==> src/ncr_defs.vh <==
// constants shared by the nand read-side host controller
`ifndef NCR_DEFS_VH
`define NCR_DEFS_VH
// command opcodes
`define NCR_CMD_READ      8'h00
`define NCR_CMD_READ_GO   8'h30
`define NCR_CMD_CACHE_SEQ 8'h31
`define NCR_CMD_CACHE_END 8'h3f
`define NCR_CMD_COL_CHG   8'h05
`define NCR_CMD_COL_GO    8'he0
`define NCR_CMD_READ_ID   8'h90
`define NCR_CMD_PARAM     8'hec
`define NCR_CMD_STATUS    8'h70
// identification address modes
`define NCR_ID_ADDR_DEV   8'h00
`define NCR_ID_ADDR_ONFI  8'h20
`define NCR_ID_LEN_DEV    12'h005
`define NCR_ID_LEN_ONFI   12'h004
// host operation codes on the user port
`define NCR_OP_PAGE       3'h0
`define NCR_OP_CACHE_SEQ  3'h1
`define NCR_OP_CACHE_RND  3'h2
`define NCR_OP_CACHE_END  3'h3
`define NCR_OP_COL        3'h4
`define NCR_OP_ID         3'h5
`define NCR_OP_PARAM      3'h6
// status bit positions and patterns
`define NCR_SR_CACHE_RDY  6
`define NCR_SR_ARRAY_RDY  5
`define NCR_SR_SEQ_DONE   2'b10
`define NCR_SR_END_DONE   2'b11
// strobe timing, ns, and cycles at 200 MHz (5 ns)
`define NCR_CLK_NS        5
`define NCR_STROBE_NS     25
// cycle counts sized to the 8-bit phase timer; a load of n holds a phase n+1 cycles
`define NCR_STROBE_CYC    8'h05
`define NCR_WB_NS         100
`define NCR_WB_CYC        8'h14
`endif

==> src/ncr_fifo.v <==
// synchronous fifo carrying read bytes to the user
`timescale 1ns/1ps
module ncr_fifo #(
	parameter WIDTH = 8,
	parameter DEPTH = 32,
	parameter AW    = 5
) (
	input  wire             clk,
	input  wire             rst_b,
	input  wire [WIDTH-1:0] in_data,
	input  wire             in_valid,
	output wire             in_ready,
	output reg  [WIDTH-1:0] out_data,
	output wire             out_valid,
	input  wire             out_ready,
	output wire             empty_o
);
	reg [WIDTH-1:0] mem_q [0:DEPTH-1];  // storage
	reg [AW:0]      wp_q;               // write pointer with wrap bit
	reg [AW:0]      rp_q;               // read pointer with wrap bit
	wire            full;
	wire            empty;
	wire            push;
	wire            pop;
	assign full     = (wp_q[AW-1:0] == rp_q[AW-1:0]) && (wp_q[AW] != rp_q[AW]);
	assign empty    = (wp_q == rp_q);
	assign in_ready = ~full;
	assign out_valid = ~empty;
	assign empty_o  = empty;
	assign push     = in_valid & ~full;
	assign pop      = out_ready & ~empty;
	// -----------------------------
	// pointers
	// -----------------------------
	always @(posedge clk or negedge rst_b)
	begin
		if (!rst_b)
		begin
			wp_q <= {(AW+1){1'b0}};
			rp_q <= {(AW+1){1'b0}};
		end
		else
		begin
			if (push)
				wp_q <= wp_q + 1'b1;
			if (pop)
				rp_q <= rp_q + 1'b1;
		end
	end
	// storage has no reset; head word read through
	always @(posedge clk)
	begin
		if (push)
			mem_q[wp_q[AW-1:0]] <= in_data;
	end
	always @*
	begin
		out_data = mem_q[rp_q[AW-1:0]];
	end
endmodule // ncr_fifo

==> src/ncr_host.v <==
// nand host controller for page, cache, id and parameter reads
`timescale 1ns/1ps
`include "ncr_defs.vh"
// Notes on behaviour
// - random cache: 00h, four addresses, 31h
// - column change: 05h, two columns, e0h
// - column change only after page or parameter read
// - id read: 90h, 00h or 20h, five or four bytes
// - cache read starts after page or parameter read
module ncr_host #(
	parameter NBYTES = 12'd2048     // bytes fetched per non-id op when req_len is zero
) (
	input  wire        sys_clk,
	input  wire        rst_b,
	// user request port
	input  wire        req_valid,
	output wire        req_ready,
	input  wire [2:0]  req_op,
	input  wire [31:0] req_addr,    // col[15:0], row[31:16]
	input  wire [11:0] req_len,     // bytes to read outside id reads, zero uses NBYTES
	output reg         done_q,      // pulse at operation end
	output reg  [1:0]  last_sr_q,   // status bits 6:5 after busy
	// read data out
	output wire [7:0]  rd_data,
	output wire        rd_valid,
	input  wire        rd_ready,
	// nand pins
	output reg         cle_q,
	output reg         ale_q,
	output reg         ce_n_q,
	output reg         we_n_q,
	output reg         read_strobe_n_q,
	output reg  [7:0]  io_out_q,
	output reg         io_oe_q,
	input  wire [7:0]  io_in,
	input  wire        ready_busy_n
);
	// -----------------------------
	// reset release
	// -----------------------------
	reg rs1_q;
	reg rst_sync_b;
	always @(posedge sys_clk or negedge rst_b)
	begin
		if (!rst_b)
		begin
			rs1_q      <= 1'b0;
			rst_sync_b <= 1'b0;
		end
		else
		begin
			rs1_q      <= 1'b1;
			rst_sync_b <= rs1_q;
		end
	end
	// states
	localparam ST_IDLE = 3'd0;
	localparam ST_PIN  = 3'd1;  // one write cycle on the pins
	localparam ST_NEXT = 3'd2;  // pick next pin step
	localparam ST_WAIT = 3'd3;  // wait for ready
	localparam ST_SR   = 3'd4;  // status readout
	localparam ST_DATA = 3'd5;  // data strobes
	reg [2:0]  st_q;
	reg [2:0]  op_q;             // current op
	reg [3:0]  step_q;           // index into op script
	reg [7:0]  cnt_q;            // pin phase timer
	reg        ph_q;             // strobe low / high phase
	reg [11:0] left_q;           // bytes still to read
	reg [31:0] addr_q;           // latched address
	reg        loaded_q;         // a page sits in the cache
	reg        wr_kind_q;        // 1 command, 0 address
	reg [7:0]  wr_byte_q;        // byte to write
	wire       fifo_in_ready;
	wire       fifo_empty;
	reg        push_q;
	reg  [7:0] push_data_q;
	assign req_ready = (st_q == ST_IDLE) & rst_sync_b;
	// -----------------------------
	// op scripts: step -> byte and kind, scr_end ends
	// -----------------------------
	reg [8:0] scr;  // {kind, byte}: bit 8 is 1 for command, 0 for address
	reg       scr_end;
	always @*
	begin
		scr     = 9'h000;
		scr_end = 1'b0;
		case (op_q)
		`NCR_OP_PAGE:
			case (step_q)
			4'd0: scr = {1'b1, `NCR_CMD_READ};
			4'd1: scr = {1'b0, addr_q[7:0]};
			4'd2: scr = {1'b0, addr_q[15:8]};
			4'd3: scr = {1'b0, addr_q[23:16]};
			4'd4: scr = {1'b0, addr_q[31:24]};
			4'd5: scr = {1'b1, `NCR_CMD_READ_GO};
			default: scr_end = 1'b1;
			endcase
		`NCR_OP_CACHE_SEQ:
			case (step_q)
			4'd0: scr = {1'b1, `NCR_CMD_CACHE_SEQ};
			default: scr_end = 1'b1;
			endcase
		`NCR_OP_CACHE_RND:
			case (step_q)
			4'd0: scr = {1'b1, `NCR_CMD_READ};
			4'd1: scr = {1'b0, 8'h00};
			4'd2: scr = {1'b0, 8'h00};
			4'd3: scr = {1'b0, addr_q[23:16]};
			4'd4: scr = {1'b0, addr_q[31:24]};
			4'd5: scr = {1'b1, `NCR_CMD_CACHE_SEQ};
			default: scr_end = 1'b1;
			endcase
		`NCR_OP_CACHE_END:
			case (step_q)
			4'd0: scr = {1'b1, `NCR_CMD_CACHE_END};
			default: scr_end = 1'b1;
			endcase
		`NCR_OP_COL:
			case (step_q)
			4'd0: scr = {1'b1, `NCR_CMD_COL_CHG};
			4'd1: scr = {1'b0, addr_q[7:0]};
			4'd2: scr = {1'b0, addr_q[15:8]};
			4'd3: scr = {1'b1, `NCR_CMD_COL_GO};
			default: scr_end = 1'b1;
			endcase
		`NCR_OP_ID:
			case (step_q)
			4'd0: scr = {1'b1, `NCR_CMD_READ_ID};
			4'd1: scr = {1'b0, addr_q[7:0]};
			default: scr_end = 1'b1;
			endcase
		`NCR_OP_PARAM:
			case (step_q)
			4'd0: scr = {1'b1, `NCR_CMD_PARAM};
			4'd1: scr = {1'b0, 8'h00};
			default: scr_end = 1'b1;
			endcase
		default: scr_end = 1'b1;
		endcase
	end
	// ops that go busy
	wire op_busy = (op_q == `NCR_OP_PAGE) | (op_q == `NCR_OP_CACHE_SEQ) | (op_q == `NCR_OP_CACHE_RND) |
	               (op_q == `NCR_OP_CACHE_END) | (op_q == `NCR_OP_PARAM);
	wire [11:0] id_len = (addr_q[7:0] == `NCR_ID_ADDR_ONFI) ? `NCR_ID_LEN_ONFI : `NCR_ID_LEN_DEV;
	// -----------------------------
	// main sequencer
	// -----------------------------
	always @(posedge sys_clk or negedge rst_sync_b)
	begin
		if (!rst_sync_b)
		begin
			st_q <= ST_IDLE;
			op_q <= 3'h0;
			step_q <= 4'h0;
			cnt_q <= 8'h00;
			ph_q <= 1'b0;
			left_q <= 12'h000;
			addr_q <= 32'h0;
			loaded_q <= 1'b0;
			wr_kind_q <= 1'b0;
			wr_byte_q <= 8'h00;
			done_q <= 1'b0;
			last_sr_q <= 2'b00;
			cle_q <= 1'b0;
			ale_q <= 1'b0;
			ce_n_q <= 1'b1;
			we_n_q <= 1'b1;
			read_strobe_n_q <= 1'b1;
			io_out_q <= 8'h00;
			io_oe_q <= 1'b0;
			push_q <= 1'b0;
			push_data_q <= 8'h00;
		end
		else
		begin
			done_q <= 1'b0;
			push_q <= 1'b0;
			case (st_q)
			ST_IDLE:
				if (req_valid)
				begin
					op_q   <= req_op;
					addr_q <= req_addr;
					step_q <= 4'h0;
					ce_n_q <= 1'b0;
					left_q <= (req_len == 12'h000) ? NBYTES : req_len;
					// column change and cache ops both need an earlier page or parameter read
					if (((req_op == `NCR_OP_COL) | (req_op == `NCR_OP_CACHE_SEQ) |
					     (req_op == `NCR_OP_CACHE_RND) | (req_op == `NCR_OP_CACHE_END)) & ~loaded_q)
					begin
						done_q <= 1'b1;
						ce_n_q <= 1'b1;
					end
					else
						st_q <= ST_NEXT;
				end
			ST_NEXT:
				if (scr_end)
				begin
					cnt_q <= `NCR_WB_CYC;
					// last pin step leaves ph_q high; data phase must start with a strobe
					ph_q  <= 1'b0;
					st_q  <= op_busy ? ST_WAIT : ST_DATA;
					if (op_q == `NCR_OP_ID)
						left_q <= id_len;
				end
				else
				begin
					// strobe write of one command or address byte
					cle_q    <= scr[8];
					ale_q    <= ~scr[8];
					io_out_q <= scr[7:0];
					io_oe_q  <= 1'b1;
					we_n_q   <= 1'b0;
					ph_q     <= 1'b0;
					cnt_q    <= `NCR_STROBE_CYC;
					st_q     <= ST_PIN;
				end
			ST_PIN:
				if (cnt_q != 8'h00)
					cnt_q <= cnt_q - 8'h01;
				else if (!ph_q)
				begin
					we_n_q <= 1'b1;
					ph_q   <= 1'b1;
					cnt_q  <= `NCR_STROBE_CYC;
				end
				else
				begin
					cle_q   <= 1'b0;
					ale_q   <= 1'b0;
					io_oe_q <= 1'b0;
					step_q  <= step_q + 4'h1;
					st_q    <= ST_NEXT;
				end
			ST_WAIT:
				if (cnt_q != 8'h00)
					cnt_q <= cnt_q - 8'h01;
				else if (ready_busy_n)
				begin
					// read status to see bits 6:5
					cle_q    <= 1'b1;
					io_out_q <= `NCR_CMD_STATUS;
					io_oe_q  <= 1'b1;
					we_n_q   <= 1'b0;
					ph_q     <= 1'b0;
					cnt_q    <= `NCR_STROBE_CYC;
					st_q     <= ST_SR;
				end
			ST_SR:
				if (cnt_q != 8'h00)
					cnt_q <= cnt_q - 8'h01;
				else if (!ph_q)
				begin
					// cle held past the write edge so the command latches cleanly
					we_n_q <= 1'b1;
					ph_q   <= 1'b1;
					cnt_q  <= `NCR_STROBE_CYC;
				end
				else if (read_strobe_n_q)
				begin
					// command latched; turn the bus round and strobe out status
					cle_q           <= 1'b0;
					io_oe_q         <= 1'b0;
					read_strobe_n_q <= 1'b0;
					cnt_q           <= `NCR_STROBE_CYC;
				end
				else
				begin
					// record cache and array ready bits
					last_sr_q <= {io_in[`NCR_SR_CACHE_RDY], io_in[`NCR_SR_ARRAY_RDY]};
					read_strobe_n_q <= 1'b1;
					loaded_q <= 1'b1;
					ph_q     <= 1'b0;
					// status mode sticks, so every busy op re-seats the column before data
					step_q <= 4'h0;
					op_q   <= `NCR_OP_COL;
					addr_q <= (op_q == `NCR_OP_PAGE) ? addr_q : 32'h0;
					st_q   <= ST_NEXT;
				end
			ST_DATA:
				if (left_q == 12'h000)
				begin
					done_q <= 1'b1;
					ce_n_q <= 1'b1;
					st_q   <= ST_IDLE;
				end
				else if (cnt_q != 8'h00)
					cnt_q <= cnt_q - 8'h01;
				else if (!ph_q)
				begin
					if (fifo_in_ready)
					begin
						read_strobe_n_q <= 1'b0;
						ph_q  <= 1'b1;
						cnt_q <= `NCR_STROBE_CYC;
					end
				end
				else
				begin
					read_strobe_n_q <= 1'b1;
					push_q      <= 1'b1;
					push_data_q <= io_in;
					left_q      <= left_q - 12'h001;
					ph_q        <= 1'b0;
					cnt_q       <= `NCR_STROBE_CYC;
				end
			default: st_q <= ST_IDLE;
			endcase
		end
	end
	// parameter content is checked by the user from the byte stream
	// -----------------------------
	// output buffer
	// -----------------------------
	ncr_fifo #(
		.WIDTH (8),
		.DEPTH (32),
		.AW    (5)
	) u_fifo (
		.clk       (sys_clk),
		.rst_b     (rst_sync_b),
		.in_data   (push_data_q),
		.in_valid  (push_q),
		.in_ready  (fifo_in_ready),
		.out_data  (rd_data),
		.out_valid (rd_valid),
		.out_ready (rd_ready),
		.empty_o   (fifo_empty)
	);
endmodule // ncr_host

==> config.mk <==
export PLATFORM = sky130hd
export DESIGN_NAME = ncr_host
export DESIGN_NICKNAME = d
export VERILOG_FILES = /design/src/ncr_fifo.v /design/src/ncr_host.v
export VERILOG_INCLUDE_DIRS = /design/src
export SDC_FILE = /design/constraint.sdc
export NUM_CORES = 1
export LEC_CHECK = 0
export CAP_MARGIN = 10
export CELL_PAD_IN_SITES_DETAIL_PLACEMENT = 1
export CELL_PAD_IN_SITES_GLOBAL_PLACEMENT = 1
export CORE_MARGIN = 2
export CORE_UTILIZATION = 28
export CTS_BUF_LIST = sky130_fd_sc_hd__clkbuf_16
export CTS_CLUSTER_SIZE = 20
export DETAILED_ROUTE_END_ITERATION = 10
export DONT_BUFFER_PORTS = 1
export GPL_TIMING_DRIVEN = 1
export HOLD_SLACK_MARGIN = 0.12
export PLACE_DENSITY = 0.58
export SLEW_MARGIN = 5
export SYNTH_ARGS = -nofsm -noshare
export SYNTH_HDL_FRONTEND = slang
export SYNTH_SLANG_ARGS = --single-unit
==> constraint.sdc <==
create_clock -name sys_clk -period 5.99 [get_ports sys_clk]
set_input_delay 0.8985 -clock sys_clk [delete_from_list [all_inputs] [get_ports sys_clk]]
set_output_delay 0.8985 -clock sys_clk [all_outputs]
set_load 0.02 [all_outputs]
==> results.yml <==
run_status:
  outcome: "finished, final reports clean"
synthesis:
  yosys.area.top_type: "edfxtp_1"
  yosys.area_share.simple_pct: 7.06
  synth-compound-area-share_pct: 9.36
  synth_flop_cell: "edfxtp_1"
  mappedNetlistArea_mm2: 0.0156
  syn_area_per_cell_um2: 15.4
  synth_top_family_by_area: "multiplexers"
  synth_area_leaders: "edfxtp_1 49%, dfrtp_1 16%, mux4_2 12%"
  synthArstFlopShare_pct: 28.9
  ys_warn_count: 0
  synth_nets: 1089
  ys_seq_area_share_pct: 65.9
  synth-adder-area-share_pct: 1.11
  synth_edf_count: 256
  synthMuxAreaShare_pct: 13.4
  yosys.area_share.xor_xnor_pct: 1.07
  syn_inst: 1016
  synth-seq-cells: 360
  synth_cell_types: 70
  yosysMostFrequentCell: "edfxtp_1"
  netlist_top_cells_count: "256 x edfxtp_1, 101 x dfrtp_1, 80 x mux4_2, 79 x nor2_1, 59 x nand2_1"
  yosysTopAreaCellShare_pct: 49.2
finish:
  drive_gt1_share_pct: 19.5
  fin_util_pct: 32.4
  nFillCells: 5737
  diodes: 0
  layout.nets: 1088
  area_growth_pct: 14.1
die:
  start_util_pct: 28.4
  design.portCount: 87
  rows: 86
  design.core.area_mm2: 0.0551
  die_x_um: 240
  die_y_um: 240
  die_area_mm2: 0.0577
drt:
  wl_mm: 43.9
  viasPerCell: 5.09
  drt-initial-drc-count: 645
  wl_per_cell_um: 24.4
  drt_pass1_iterations: 5
  vias: 9138
  ant_nets: 0
  drcViolationCount: 0
clock_network:
  cts_buffers: 43
  cts_buffer_depth: 3
  cts_resized: 0
  cts_tree: "done"
  cts.sinks: 360
  htree_levels: 2
  clk_latency_ns: 0.58
  cts_root_buf: "clkbuf_16"
  clkSlewWorstSetupHoldPaths_ns: 0.06
timing:
  relSlewSlack_pct: 25.0
  period_share_pct: 71.8
  hold_violations: 0
  worst_pin_slew_ns: 1.12
  finalSetupTns_ns: 0
  rsz0062_at_grt: "false"
  report.final.slew_viol_count: 0
  setup-violations-final: 0
  finClkSkew_ns: 0.0278
  fmaxAchievable_mhz: 232
  fin_crit_ns: 4.30
grt:
  grt_antenna_before_repair: 0
  grt_max_degree: 58
  grt_remaining_overflow: 0
  grt_usage_pct: 15.5
  grt_pass1_wl_mm: 66.0
  grt_pass1_vias: 9926
flow_run:
  drv_cap: 0
placed_design:
  place.gp.congestion: 0.805
  port_buffers: 0
  dp_hpwl_mm: 28.7
pwr:
  clkPwrFrac_pct: 29.8
  leakage_nw: 5.74
  internal_power_w: 0.00563
  peakVddDrop_uv: 291
  switching_share_pct: 34.7
  comb_power_share_pct: 27.7
  power_density_mw_per_mm2: 483
  power_switching_w: 0.00299
  seq_power_share_pct: 42.5
critical_path:
  worstRegToRegCells: 5
  worstSetupPathType: "reg -> out"
  cp-end-kind: "primary output"
  cp_data_arrival_time_ns: 3.40
  cp-start-kind: "flop"
  cp_max_fo: 45
  required_ns: 5.09
worst_hold_path:
  min_path_type: "reg -> async"
-- state kept, by name, summed over array words and instances, names as in the netlist, 2 cells and up --
signal        count
left_q           12
cnt_q             8
st_q              3
u_fifo.mem_q    256
u_fifo.wp_q       6
step_q            4
u_fifo.rp_q       6
op_q              3
last_sr_q         2
push_data_q       8
io_out_q          8
addr_q           32
-- final timing paths --
path	endpoint	start	slack (ns)
max	rd_data[2]	u_fifo.rp_q[0]$_DFFE_PN0P_	1.69
min	last_sr_q[0]$_DFFE_PN0P_	rst_sync_b$_DFF_PN0_	0.35
max reg2reg	u_fifo.mem_q[9][0]$_DFFE_PP_	u_fifo.rp_q[1]$_DFFE_PN0P_	2.18
min reg2reg	last_sr_q[0]$_DFFE_PN0P_	rst_sync_b$_DFF_PN0_	0.35
max in group asynchronous	push_data_q[3]$_DFFE_PN0P_	rst_sync_b$_DFF_PN0_	4.33
min in group sys_clk	rst_sync_b$_DFF_PN0_	rs1_q$_DFF_PN0_	0.35
-- power by group through the flow --
stage / clock, W / sequential, W / combinational (W)
6_report: 0.00257 / 0.00366 / 0.00238
5_1_grt: 0.00274 / 0.00374 / 0.00265
4_1_cts: 0.00266 / 0.00368 / 0.00242
3_5_place_dp: 0 / 0.00372 / 0.00240
3_3_place_gp: 0 / 0.00371 / 0.00237
2_1_floorplan: 0 / 0.00331 / 0.00206
-- cells by family after synthesis --
logic type                 after synthesis
buffers and inverters                   84
other                                    1
DFF                                    360
and+or+nand+nor                        230
xor gates and xnor gates                19
adders and majority gates               14
muxes                                  106
AOI/OAI and AO/OA                      202
-- timing repair --
item | in CTS | in global routing
hold buffers | 1 | 0
endpoints found under the hold margin | 2 | 0
buffers inserted | 0 | 0
-- stage by stage --
step                      total power [W]  hold slack [ns]  setup WS [ns]  cell area, µm²  std cells
after global placement            0.00608            0.338           2.23           16400       1717
after detailed placement          0.00613            0.337           2.13           16400       1717
after global routing              0.00913            0.356           1.48           17800       1797
final                             0.00861            0.346           1.69           17800       1797
after CTS                         0.00875            0.352           1.57           17800       1797
after floorplan                   0.00537            0.331           2.04           15600       1016
-- layout make-up --
class / count / area, µm² / area share, %
Sequential cell: 360 / 10300 / 57.8
Multi-Input combinational cell: 572 / 5000 / 28.0
Clock buffer: 43 / 1080 / 6.04
Tap cell: 748 / 936 / 5.25
Clock inverter: 36 / 314 / 1.76
Timing Repair Buffer: 13 / 100 / 0.561
Inverter: 25 / 93.8 / 0.526
-- critical path, stage by stage, from the launching register on --
cell and delay, ns:
dfrtp_4 1.00, buf_4 0.39, mux4_2 0.55, mux4_2 0.50, mux2_2 0.35
-- layout by cell type (no fill, tap or decap), types with 5 or more instances in the layout --
cell type and instances:
o31ai_1 6, dfrtp_2 6, dfrtp_1 93, nor4_1 6, nand2b_1 6, mux4_2 80, xnor2_1 12, buf_4 12
a22oi_1 15, o21ai_0 39, and3_1 5, a22o_1 49, a21oi_1 29, nand4_1 6, clkbuf_16 43, o22ai_1 6
clkinv_2 7, clkinv_1 6, ha_1 13, nor3_1 18, a31oi_1 7, mux2_2 23, a32o_1 5, or3_1 6
inv_1 32, xor2_1 7, nand2_1 59, nor2_1 78, edfxtp_1 256, o41ai_1 5, nand3_1 15
-- routing by layer --
| metal | global-route usage [%] | vias to the layer above | share of wire, % | wire length [µm] |
|---|---|---|---|---|
| li1 | - | 4029 | - | - |
| met4 | 4.78 | 0 | 2.4 | 1040 |
| met2 | 25.5 | 266 | 49 | 21400 |
| met5 | 0 | - | 0 | 0 |
| met1 | 20.0 | 4773 | 42 | 18500 |
| met3 | 4.14 | 70 | 6.7 | 2920 |
Power figures use the tool's default switching activity.
